File: src/hdl/dts_pkg.sv
// shared constants and types of the acquisition trigger sequencer
package dts_pkg;

    // wishbone register map, byte addresses of aligned words
    localparam int unsigned ADR_W          = 8;
    localparam logic [7:0]  ADR_CTRL       = 8'h00;
    localparam logic [7:0]  ADR_INTERVAL   = 8'h04;
    localparam logic [7:0]  ADR_COUNT      = 8'h08;
    localparam logic [7:0]  ADR_STATUS     = 8'h0c;
    localparam logic [7:0]  ADR_IRQ_CLEAR  = 8'h10;
    localparam logic [7:0]  ADR_DAC0       = 8'h14;
    localparam logic [7:0]  ADR_DAC1       = 8'h18;
    localparam logic [7:0]  ADR_AUX        = 8'h1c;
    localparam logic [7:0]  ADR_SETUP      = 8'h20;

    // widths and reset values
    localparam int unsigned CNT_W          = 16;
    localparam int unsigned DAC_W          = 12;
    localparam int unsigned CTRL_W         = 9;
    localparam int unsigned STAT_FLAGS_W   = 5;
    localparam int unsigned STAT_PAD_W     = 32 - CNT_W - STAT_FLAGS_W;
    localparam logic [15:0] INTERVAL_RST   = 16'h0001;
    localparam logic [15:0] COUNT_RST      = 16'h0000;
    localparam logic [15:0] AUX_RST        = 16'h0000;
    localparam logic [11:0] DAC_RST        = 12'h000;
    localparam logic [8:0]  CTRL_RST       = 9'h000;

    // control word, bit 0 is acq_enable, bit 8 is aux_enable
    typedef struct packed {
        logic aux_enable;
        logic count_irq_enable;
        logic dac1_load_select;
        logic dac0_load_select;
        logic controlled_mode;
        logic select_a;
        logic posttrig_select;
        logic ext_conv_enable;
        logic acq_enable;
    } dts_ctrl_t;

    // status flags, bit 0 is count_irq_flag
    typedef struct packed {
        logic running;
        logic acq_done;
        logic conv_armed;
        logic trig_seen;
        logic count_irq_flag;
    } dts_stat_t;

    // wishbone request as seen by the slave
    typedef struct packed {
        logic        cyc;
        logic        stb;
        logic        we;
        logic [7:0]  adr;
        logic [3:0]  sel;
        logic [31:0] dat;
    } dts_wb_req_t;

    typedef enum {TRIG_NONE, TRIG_POST, TRIG_PRE} dts_trig_mode_t;
    typedef enum {SC_IDLE, SC_PRIMED, SC_COUNTING, SC_DONE} dts_sc_state_t;

endpackage : dts_pkg

File: src/hdl/dts_sequencer.sv
// acquisition trigger sequencer with wishbone registers and dac update
//
// Behaviour
// - counter 0 paces, counter 1 counts samples
// - external convert falling edge starts conversion
// - trigger role chosen by mode bits
// - posttrigger gates interval counter until trigger rise
// - convert enabled from first rise after trigger
// - later trigger edges ignored until new setup
// - controlled mode stops conversions at count end
// - count loads late, two extra conversions
// - trigger also starts free-running acquisition
// - pretrigger converts early, sample counter gated
// - pretrigger stops after exactly programmed count
// - no mode bit means trigger ignored
// - low update level transfers selected dac values
// - dac write during low update is immediate
// - update rising edge always sets irq flag
// - enabled irq flag raises interrupt request
// - any write to clear register clears flag
// - aux counter rising output sets same flag
//
// Chosen here: the register offsets and register access over Wishbone.
`timescale 1ns/1ns
module dts_sequencer
    import dts_pkg::*;
#(
    parameter int unsigned CW = CNT_W,
    parameter int unsigned DW = DAC_W
)
(
    input  wire logic          clk,
    input  wire logic          resetn,
    input  wire logic          ce,
    input  wire logic          wb_cyc_i,
    input  wire logic          wb_stb_i,
    input  wire logic          wb_we_i,
    input  wire logic [7:0]    wb_adr_i,
    input  wire logic [3:0]    wb_sel_i,
    input  wire logic [31:0]   wb_dat_i,
    output logic      [31:0]   wb_dat_o,
    output logic               wb_ack_o,
    input  wire logic          ext_convert_n,
    input  wire logic          ext_acq_trigger,
    input  wire logic          ext_dac_update_n,
    output logic               adc_convert,
    output logic      [DW-1:0] dac0_out,
    output logic      [DW-1:0] dac1_out,
    output logic               count_irq
);

    // whole state of the block in one word
    typedef struct packed {
        dts_ctrl_t     ctrl;
        logic [CW-1:0] interval;
        logic [CW-1:0] count_prog;
        logic [CW-1:0] aux_reload;
        logic [DW-1:0] dac0_data;
        logic [DW-1:0] dac1_data;
        logic [DW-1:0] dac0_q;
        logic [DW-1:0] dac1_q;
        logic [CW-1:0] interval_cnt;
        logic [CW-1:0] sample_cnt;
        logic [CW-1:0] aux_cnt;
        logic          aux_out;
        dts_sc_state_t sc;
        logic          trig_seen;
        logic          conv_armed;
        logic          count_irq_flag;
        logic          convert;
        logic          irq;
        logic          ack;
        logic [31:0]   rdata;
    } dts_state_t;

    dts_state_t r;
    dts_state_t s;
    dts_wb_req_t req;

    logic conv_rise, conv_fall;
    logic trig_rise;
    logic upd_level, upd_rise;

    // pin inputs, each through two flops before edge logic
    dts_edge_sync #(.RST_VAL(1'b1)) u_sync_conv (
        .clk    (clk),
        .resetn (resetn),
        .ce     (ce),
        .din    (ext_convert_n),
        .level  (),
        .rise   (conv_rise),
        .fall   (conv_fall)
    );

    dts_edge_sync #(.RST_VAL(1'b0)) u_sync_trig (
        .clk    (clk),
        .resetn (resetn),
        .ce     (ce),
        .din    (ext_acq_trigger),
        .level  (),
        .rise   (trig_rise),
        .fall   ()
    );

    dts_edge_sync #(.RST_VAL(1'b1)) u_sync_upd (
        .clk    (clk),
        .resetn (resetn),
        .ce     (ce),
        .din    (ext_dac_update_n),
        .level  (upd_level),
        .rise   (upd_rise),
        .fall   ()
    );

    assign req = '{cyc: wb_cyc_i, stb: wb_stb_i, we: wb_we_i, adr: wb_adr_i, sel: wb_sel_i, dat: wb_dat_i};

    // merge write data into an old word by byte lane
    function automatic logic [31:0] lane_merge(input logic [31:0] old, input logic [31:0] dat, input logic [3:0] sel);
        logic [31:0] res;
        res = old;
        for (int i = 0; i < 4; i++)
        begin
            if (sel[i])
                res[i*8 +: 8] = dat[i*8 +: 8];
        end
        return res;
    endfunction : lane_merge

    dts_trig_mode_t mode;
    logic           trig_take;
    logic           gate_on;
    logic           tick;
    logic           sc_enable;
    logic           wr_go;
    logic           setup_go;
    logic           irq_clr;
    logic           aux_rise;
    logic [31:0]    wmerged;
    dts_stat_t      stat;
    logic [CW-1:0]  ival_m1;

    always_comb
    begin
        s         = r;
        s.convert = 1'b0;
        s.ack     = 1'b0;
        tick      = 1'b0;
        aux_rise  = 1'b0;
        wmerged   = 32'h0000_0000;

        // pretrigger wins if software sets both; neither means pin unused
        if (r.ctrl.select_a)
            mode = TRIG_PRE;
        else if (r.ctrl.posttrig_select)
            mode = TRIG_POST;
        else
            mode = TRIG_NONE;

        // first trigger edge only, latched until the next setup
        trig_take = trig_rise && (mode != TRIG_NONE) && !r.trig_seen;
        if (trig_take)
            s.trig_seen = 1'b1;

        // conversion gate; posttrigger waits for the trigger
        gate_on = r.ctrl.acq_enable && (r.sc != SC_DONE)
                  && ((mode != TRIG_POST) || r.trig_seen);

        // external convert is armed by its first rise after the trigger
        if (mode == TRIG_POST && r.trig_seen && conv_rise)
            s.conv_armed = 1'b1;

        // interval counter 0, zero interval treated as one cycle
        ival_m1 = (r.interval == '0) ? '0 : r.interval - CW'(1);
        if (r.ctrl.ext_conv_enable)
        begin
            tick = conv_fall && ((mode != TRIG_POST) || r.conv_armed);
            s.interval_cnt = ival_m1;
        end
        else if (gate_on)
        begin
            if (r.interval_cnt == '0)
            begin
                tick           = 1'b1;
                s.interval_cnt = ival_m1;
            end
            else
                s.interval_cnt = r.interval_cnt - CW'(1);
        end
        else
            s.interval_cnt = ival_m1;
        s.convert = tick && gate_on;

        // sample counter 1; pretrigger loads on the trigger itself
        sc_enable = r.ctrl.controlled_mode && ((mode != TRIG_PRE) || r.trig_seen);
        if (mode == TRIG_PRE && trig_take && r.ctrl.controlled_mode)
        begin
            s.sample_cnt = r.count_prog;
            s.sc         = (r.count_prog == '0) ? SC_DONE : SC_COUNTING;
        end
        else if (s.convert && sc_enable)
        begin
            case (r.sc)
                SC_IDLE:
                    s.sc = SC_PRIMED;
                SC_PRIMED:
                begin
                    s.sample_cnt = r.count_prog;
                    s.sc         = (r.count_prog == '0) ? SC_DONE : SC_COUNTING;
                end
                SC_COUNTING:
                begin
                    s.sample_cnt = r.sample_cnt - CW'(1);
                    if (r.sample_cnt == CW'(1))
                        s.sc = SC_DONE;
                end
                SC_DONE:
                    s.sc = SC_DONE;
                default:
                    s.sc = SC_IDLE;
            endcase
        end

        // aux counter 2, square output toggles at each zero
        if (r.ctrl.aux_enable)
        begin
            if (r.aux_cnt == '0)
            begin
                s.aux_cnt = r.aux_reload;
                s.aux_out = ~r.aux_out;
                aux_rise  = ~r.aux_out;
            end
            else
                s.aux_cnt = r.aux_cnt - CW'(1);
        end
        else
        begin
            s.aux_cnt = r.aux_reload;
            s.aux_out = 1'b0;
        end

        // status word as software sees it
        stat = '{running: gate_on, acq_done: (r.sc == SC_DONE), conv_armed: r.conv_armed,
                 trig_seen: r.trig_seen, count_irq_flag: r.count_irq_flag};

        // bus: ack one edge after the request, writes land at the ack edge
        wr_go    = req.cyc && req.stb && req.we && r.ack;
        setup_go = wr_go && (req.adr == ADR_SETUP);
        irq_clr  = wr_go && (req.adr == ADR_IRQ_CLEAR);
        if (req.cyc && req.stb && !r.ack)
        begin
            s.ack = 1'b1;
            case (req.adr)
                ADR_CTRL:     s.rdata = {{(32-CTRL_W){1'b0}}, r.ctrl};
                ADR_INTERVAL: s.rdata = {{(32-CW){1'b0}}, r.interval};
                ADR_COUNT:    s.rdata = {{(32-CW){1'b0}}, r.count_prog};
                ADR_STATUS:   s.rdata = {r.sample_cnt, {STAT_PAD_W{1'b0}}, stat};
                ADR_DAC0:     s.rdata = {{(32-DW){1'b0}}, r.dac0_data};
                ADR_DAC1:     s.rdata = {{(32-DW){1'b0}}, r.dac1_data};
                ADR_AUX:      s.rdata = {{(32-CW){1'b0}}, r.aux_reload};
                default:      s.rdata = 32'h0000_0000;
            endcase
        end
        if (wr_go)
        begin
            case (req.adr)
                ADR_CTRL:
                begin
                    wmerged = lane_merge({{(32-CTRL_W){1'b0}}, r.ctrl}, req.dat, req.sel);
                    s.ctrl  = wmerged[CTRL_W-1:0];
                end
                ADR_INTERVAL:
                begin
                    wmerged    = lane_merge({{(32-CW){1'b0}}, r.interval}, req.dat, req.sel);
                    s.interval = wmerged[CW-1:0];
                end
                ADR_COUNT:
                begin
                    wmerged      = lane_merge({{(32-CW){1'b0}}, r.count_prog}, req.dat, req.sel);
                    s.count_prog = wmerged[CW-1:0];
                end
                ADR_DAC0:
                begin
                    wmerged     = lane_merge({{(32-DW){1'b0}}, r.dac0_data}, req.dat, req.sel);
                    s.dac0_data = wmerged[DW-1:0];
                end
                ADR_DAC1:
                begin
                    wmerged     = lane_merge({{(32-DW){1'b0}}, r.dac1_data}, req.dat, req.sel);
                    s.dac1_data = wmerged[DW-1:0];
                end
                ADR_AUX:
                begin
                    wmerged      = lane_merge({{(32-CW){1'b0}}, r.aux_reload}, req.dat, req.sel);
                    s.aux_reload = wmerged[CW-1:0];
                end
                default:
                    wmerged = 32'h0000_0000;
            endcase
        end

        // a new setup rearms trigger, convert and sample counter
        if (setup_go)
        begin
            s.trig_seen    = 1'b0;
            s.conv_armed   = 1'b0;
            s.sc           = SC_IDLE;
            s.sample_cnt   = '0;
            s.interval_cnt = ival_m1;
        end

        // dac outputs: level-sensitive when selected, direct otherwise
        if (!s.ctrl.dac0_load_select || !upd_level)
            s.dac0_q = s.dac0_data;
        if (!s.ctrl.dac1_load_select || !upd_level)
            s.dac1_q = s.dac1_data;

        // sticky flag; a set in the clearing cycle wins
        s.count_irq_flag = (r.count_irq_flag && !irq_clr) || upd_rise || aux_rise;
        s.irq            = s.count_irq_flag && s.ctrl.count_irq_enable;
    end

    // single register stage, frozen while ce is low
    always_ff @(posedge clk or negedge resetn)
    begin
        if (!resetn)
        begin
            r                <= '0;
            r.ctrl           <= CTRL_RST;
            r.interval       <= INTERVAL_RST;
            r.count_prog     <= COUNT_RST;
            r.aux_reload     <= AUX_RST;
            r.dac0_data      <= DAC_RST;
            r.dac1_data      <= DAC_RST;
            r.dac0_q         <= DAC_RST;
            r.dac1_q         <= DAC_RST;
            r.sc             <= SC_IDLE;
        end
        else if (ce)
            r <= s;
    end

    // outputs straight from state flops
    assign wb_dat_o    = r.rdata;
    assign wb_ack_o    = r.ack;
    assign adc_convert = r.convert;
    assign dac0_out    = r.dac0_q;
    assign dac1_out    = r.dac1_q;
    assign count_irq   = r.irq;

endmodule : dts_sequencer

File: src/hdl/dts_edge_sync.sv
// two-flop synchroniser with edge detection for one external pin
`timescale 1ns/1ns
module dts_edge_sync
    import dts_pkg::*;
#(
    parameter logic RST_VAL = 1'b0
)
(
    input  wire logic clk,
    input  wire logic resetn,
    input  wire logic ce,
    input  wire logic din,
    output logic      level,
    output logic      rise,
    output logic      fall
);

    typedef struct packed {
        logic meta;
        logic sync;
        logic prev;
    } dts_sync_st_t;

    dts_sync_st_t r;
    dts_sync_st_t s;

    // meta feeds only sync; edges compare sync with prev
    always_comb
    begin
        s      = r;
        s.meta = din;
        s.sync = r.meta;
        s.prev = r.sync;
    end

    always_ff @(posedge clk or negedge resetn)
    begin
        if (!resetn)
            r <= {RST_VAL, RST_VAL, RST_VAL};
        else if (ce)
            r <= s;
    end

    assign level = r.sync;
    assign rise  = r.sync & ~r.prev;
    assign fall  = ~r.sync & r.prev;

endmodule : dts_edge_sync

File: config.mk
export PLATFORM = sky130hd
export DESIGN_NAME = dts_sequencer
export DESIGN_NICKNAME = d
export VERILOG_FILES = /design/src/hdl/dts_pkg.sv /design/src/hdl/dts_sequencer.sv /design/src/hdl/dts_edge_sync.sv
export SDC_FILE = /design/constraint.sdc
export NUM_CORES = 1
export LEC_CHECK = 0
export ABC_AREA = 1
export BUFFER_PORTS_ARGS = -buffer_cell sky130_fd_sc_hd__buf_2
export CELL_PAD_IN_SITES_DETAIL_PLACEMENT = 1
export CELL_PAD_IN_SITES_GLOBAL_PLACEMENT = 1
export CORE_MARGIN = 4
export CORE_UTILIZATION = 40
export DETAILED_ROUTE_END_ITERATION = 7
export PLACE_DENSITY = 0.81
export SYNTH_ARGS = -nofsm -noshare
export SYNTH_HDL_FRONTEND = slang
export SYNTH_SLANG_ARGS = --single-unit
File: constraint.sdc
create_clock -name clk -period 4 [get_ports clk]
set_clock_uncertainty 0.05 [all_clocks]
set_input_delay 0.8 -clock clk [delete_from_list [all_inputs] [get_ports clk]]
set_output_delay 0.8 -clock clk [all_outputs]
set_load 0.01 [all_outputs]
After elaboration in Yosys (flattened, before gate mapping)
Cells that the tools add are included.
{"block": "classes", "addsub": 4, "bitwise_logic": 9, "n_eq_ne": 20, "n_reduce_logical": 60, "n_mux": 46, "shift": 0, "magnitude_cmp": 0, "mul": 0, "div_mod_pow": 0}
{"op": "$pmux W32 S7", "n": 1}
{"op": "$mux W16", "n": 10}
{"op": "$mux W32", "n": 5}
{"op": "$pmux W32 S4", "n": 1}
{"op": "$eq A32 B2 Y1 const B", "n": 3}
{"op": "$mux W8", "n": 10}
{"op": "$mux W80", "n": 1}
{"op": "$eq A32 B3 Y1 const B", "n": 2}
{"op": "$logic_not A16 Y1", "n": 4}
{"op": "$ne A32 B3 Y1 const B", "n": 2}
{"op": "$sub A16 B1 Y16 const B", "n": 4}
{"op": "$mux W34", "n": 1}
{"op": "$mux W33", "n": 1}
{"op": "$eq A32 B1 Y1 const B", "n": 1}
{"op": "$eq A8 B5 Y1 const B", "n": 4}
{"op": "$logic_not A32 Y1", "n": 1}
{"op": "$ne A32 B2 Y1 const B", "n": 1}
{"op": "$pmux W16 S2", "n": 1}
{"op": "$reduce_and A4 Y1", "n": 8}
{"op": "$reduce_bool A32 Y1", "n": 1}
{"op": "$mux W12", "n": 2}
{"op": "$logic_and A1 B1 Y1", "n": 20}
{"op": "$mux W17", "n": 1}
{"op": "$eq A16 B1 Y1 const B", "n": 1}
{"op": "other kinds (17)", "n": 53}
{"block": "totals", "ramBits": 0, "output_inout_bits": 59, "reg_bits": 233, "wordCells": 179, "rom_bits": 0, "n_memories": 0, "in_bits": 53, "latchBits": 0}

Longest topological paths before layout
{"block": "logic_depth", "depth_word": 12, "mapped_depth": 14, "ltp_nobuf": 13}

Cells and area by module
From an unflattened synthesis, not the netlist that was laid out.
{"block": "unflattened", "hier_cells": 1587, "hier_area_um2": 11597.4}
{"mod": "dts_sequencer", "n_inst": 1, "seq_area_each_um2": 4855.9, "cells_each": 1536, "area_per_inst_um2": 11207.0}
{"mod": "dts_edge_sync (u_sync_conv ...)", "n_inst": 2, "seq_area_each_um2": 78.8, "cells_each": 17, "area_per_inst_um2": 131.4}
{"mod": "dts_edge_sync (u_sync_trig)", "n_inst": 1, "seq_area_each_um2": 75.1, "cells_each": 17, "area_per_inst_um2": 127.6}

Worst setup path before layout
Ideal clock, no wire load.
{"block": "synth_timing", "path_kind": "input-to-reg", "startpoint": "input wb_adr_i[7]", "endpoint": "register r (netlist bit dac1_out[8])", "arrival_ps": 1857, "slack_ps": 1976, "cell_stages": 9, "required_ps": 3833, "path_buffers": 1, "setup_time_ps": 117, "cell_sequence": "nor2_2 > nand3_2 > nor2_8 > nand2_4 > o211ai_4 > nand2_2 > buf_6 > nand2_1 > nand2_1"}
{"block": "synth_via", "elab_chain_len": 6, "elab_cells_between_ends": 8, "cone_classes": "1 x eq/ne; 3 x mux; 4 x reduce/logical"}
{"item": "start: declaration", "line_no": "dts_sequencer.sv:38", "text": "input wire logic [7:0] wb_adr_i,"}
{"item": "$logic_not A8 Y1", "line_no": "dts_sequencer.sv:265", "text": "case (req.adr)"}
{"item": "$mux W8", "line_no": "dts_sequencer.sv:265"}
{"item": "$mux W80 *", "line_no": "dts_sequencer.sv:263", "text": "if (wr_go)"}
{"item": "$logic_not A1 Y1", "line_no": "dts_sequencer.sv:314", "text": "if (!s.ctrl.dac1_load_select || !upd_level)"}
{"item": "$logic_or A1 B1 Y1", "line_no": "dts_sequencer.sv:314"}
{"item": "$reduce_and A2 Y1 (no line)"}
{"item": "end signal: assignment", "line_no": "dts_sequencer.sv:339", "text": "r <= s;"}
{"item": "end: declaration", "line_no": "dts_sequencer.sv:76", "text": "dts_state_t r;"}
Every way passes the cells marked *; elsewhere a longest branch is shown, timed or not.
A chain may end at the register's enable or synchronous reset.

Final worst setup path
{"block": "layout_timing", "startpoint": "register r (netlist bit wb_ack_o)", "endpoint": "register r (netlist bit dac1_out[7])"}
{"block": "layout_via", "elab_chain_len": 5}
{"item": "$logic_and A1 B1 Y1 *", "line_no": "dts_sequencer.sv:246", "text": "wr_go = req.cyc && req.stb && req.we && r.ack;"}
{"item": "$mux W80 *", "line_no": "dts_sequencer.sv:263"}
{"item": "$logic_not A1 Y1", "line_no": "dts_sequencer.sv:314"}
{"item": "$logic_or A1 B1 Y1", "line_no": "dts_sequencer.sv:314"}
{"item": "$reduce_and A2 Y1 (no line)"}
Marks and branches as above.

==> results.sh <==
export IMPL_routedWlPerCell_um=18.2
export IMPL_critPathSlowestCell="dfrtp_1"
export IMPL_nFillCells=3709
export IMPL_drv_cap=0
export IMPL_cts_buffer_depth=3
export IMPL_grt_use_met2_pct=40.0
export IMPL_fin_area_um2=12900
export IMPL_fin_cells=2046
export IMPL_outcome="complete, no violations"
export IMPL_post_cts_setup_buffers=0
export IMPL_cts_root_buf="clkbuf_16"
export IMPL_startpoint_type="flop"
export IMPL_grt_use_met3_pct=2.61
export IMPL_grt_use_total_pct=23.6
export IMPL_end_kind="flop"
export IMPL_antennaDiodeCount=0
export IMPL_post_route_util_pct=44.8
export IMPL_rows=62
export IMPL_ir_drop_v=0.000297
export IMPL_drt_iter0_drc=733
export IMPL_max_stage_delay_ns=0.46
export IMPL_grt_pass1_vias=11100
export IMPL_setup_viol=0
export IMPL_overflow=0
export IMPL_synth_area_leader_cell="dfrtp_1"
export IMPL_yosysSeqAreaShare_pct=43.7
export IMPL_drt_pass1_iterations=5
export IMPL_io_pins=112
export IMPL_timing_fmax_mhz=410
export IMPL_die_x_um=179
export IMPL_ys_top_cells_by_area="dfrtp_1 42%, nand2_1 18%, o21ai_0 6.4%, nand3_1 4.9%, nor2_1 4.9%"
export IMPL_rrSetupSlack_ns=1.56
export IMPL_fin_nets=1708
export IMPL_holdWs_ns=0.235
export IMPL_synth_cell_types=41
export IMPL_synthesis_nets=1679
export IMPL_fp_dieH_um=179
export IMPL_synth_area_um2=11700
export IMPL_start_util_pct=40.6
export IMPL_place_inst=2000
export IMPL_critical_path_arrival_ns=2.82
export IMPL_path_clk_slew_ns=0.06
export IMPL_reg2reg_depth=9
export IMPL_cp_num_buf_inv=1
export IMPL_worst_slew_pin_slew_ns=0.781
export IMPL_synth_async_sr_flop_share_pct=100
export IMPL_hold_viol=0
export IMPL_antenna_left=0
export IMPL_critPathRequiredTime_ns=4.38
export IMPL_r2r_end="dac1_out[7]"
export IMPL_grt_pass1_wl_mm=59.7
export IMPL_area_growth_pct=10.4
export IMPL_place_gp_congestion=0.895
export IMPL_worstSetupPathType="reg2reg"
export IMPL_worstPathMaxFanout=14
export IMPL_crit_chain="nand2_1 -> nor2_4 -> nand2_2 -> clkinv_2 -> nand2_4 -> o211ai_4 -> nand2_2 -> nand2_1 -> nand2_1"
export IMPL_dr_total_vias=10700
export IMPL_syn_avg_cell_area_um2=7.22
export IMPL_grt_use_met1_pct=32.2
export IMPL_powerDensity_nw_per_um2=387
export IMPL_final_cell_mix="568 x nand2_1, 196 x dfrtp_1, 151 x nor2_1, 149 x inv_1, 148 x o21ai_0"
export IMPL_ys_ff_latch=203
export IMPL_synth_ff_type="dfrtp_1"
export IMPL_rsz0062_at_grt="false"
export IMPL_remaining_drc_errors=0
export IMPL_multi_input_area_um2=5280
export IMPL_yosysWarningCount=0
export IMPL_cts_buffers=25
export IMPL_critPathTopFamily="simple AND/OR/NAND/NOR gates"
export IMPL_slew_violations=0
export IMPL_final_common_cell="nand2_1"
export IMPL_synth_edf_count=0
export IMPL_fin_ws_ns=1.56
export IMPL_grt_max_degree=83
export IMPL_final_setup_tns_ns=0
export IMPL_htreeDepth=1
export IMPL_drive_above_1_share_pct=12.5
export IMPL_period_needed_ns=2.44
export IMPL_leakage_nw=6.69
export IMPL_placedInstanceArea_um2=12000
export IMPL_wl_mm=37.2
export IMPL_io_buffers=93
export IMPL_clock_sinks=203
export IMPL_synth_top_area_share_pct=42.1
export IMPL_dp_hpwl_mm=27.8
export IMPL_fin_crit_sh_pct=60.9
export IMPL_grt_busiest_layer="met2"
export IMPL_antenna_found_initial=0
export IMPL_via_per_inst=5.23
export IMPL_ff_latch_area_um2=5090
export IMPL_clk_latency_ns=0.55
export IMPL_die_area_um2=31900
export IMPL_post_cts_resized=0
export IMPL_syn_inst=1614
export IMPL_crit_path_frequent_cell="nand2_1"
export IMPL_cts_tree="yes"
export IMPL_hold_path_class="in2async"
export IMPL_slew_headroom_pct=47.6
export IMPL_power_mw=4.98
export IMPL_preCtsSetupSlack_ns=1.15
export IMPL_core_um2=28700
export IMPL_r2r_start="wb_ack_o"
export IMPL_hold_buffers=0
-- cells in the mapped netlist (6+ instances only) --
master / instances
nor2_1: 151
nand2_2: 8
buf_6: 6
ha_1: 12
dfstp_2: 7
o22ai_1: 10
nand3_1: 114
nand2_1: 568
buf_2: 10
nor2_2: 6
nand4_1: 9
o21ai_1: 10
clkbuf_1: 21
inv_2: 7
xor2_1: 19
a21oi_1: 33
nor2_4: 6
o21ai_0: 148
buf_4: 63
dfrtp_1: 196
inv_1: 149
nand3_2: 7
o31ai_1: 15
-- power breakdown --
group / switching, mW / leakage [nW] / internal [mW] / total [mW]
registers: 0.0640 / 2.72 / 2.14 / 2.21
logic: 0.353 / 3.56 / 0.146 / 0.499
clock network: 0.968 / 0.410 / 1.30 / 2.27
total: 1.39 / 6.69 / 3.59 / 4.98
-- registers in the layout, indices dropped and copies added, names as in the netlist, 2 cells and up --
register and count:
r 135, wb_dat_o 32, dac0_out 12, dac1_out 12, u_sync_conv.r 2, u_sync_trig.r 2, u_sync_upd.r 2
-- per-layer routing --
layer | up-vias | routed length [um] | part of all wire (%)
li1 | 5114 | - | -
met1 | 5293 | 17100 | 46
met2 | 233 | 17600 | 47
met3 | 61 | 1460 | 3.9
met4 | 0 | 1120 | 3.0
met5 | - | 0 | 0
-- worst register-to-register path, cell delays in order, from the launching register on --
cell and delay (ns):
dfrtp_1 0.46, nand2_1 0.14, nor2_4 0.33, nand2_2 0.19
clkinv_2 0.14, nand2_4 0.09, o211ai_4 0.43, nand2_2 0.28
nand2_1 0.15, nand2_1 0.07
-- final cells by class --
| class | count | area share [%] |
|---|---|---|
| flip-flops and latches | 203 | 39.6 |
| well taps | 384 | 3.74 |
| inverters | 160 | 4.69 |
| repair buffers | 106 | 4.54 |
| clock buffers | 30 | 5.32 |
| clock inverters | 16 | 1.12 |
| multi-input cells | 1147 | 41.0 |
-- logic make-up (layout without fill, tap and decap cells) --
kind of cell               after synthesis  in the layout  synth area share, %
buffers and inverters                  264            312                 11.0
xor gates and xnor gates                23             23                 1.73
DFF                                    203            203                 43.7
adders and majority gates               12             12                 1.29
AOI/OAI and AO/OA                      224            224                 10.5
and+or+nand+nor                        888            888                 31.8
-- worst max-delay path by stage --
stage	start	to	slack [ns]	cells after the start
2_1_floorplan	wb_adr_i[7]	dac1_out[8]	1.98	9
3_3_place_gp	wb_cyc_i	dac1_out[7]	1.16	10
3_5_place_dp	wb_cyc_i	dac1_out[5]	1.15	10
4_1_cts	wb_ack_o	dac1_out[7]	1.52	9
5_1_grt	wb_ack_o	dac1_out[7]	1.37	9
6_report	wb_ack_o	dac1_out[7]	1.56	9
Power figures use the tool's default switching activity.
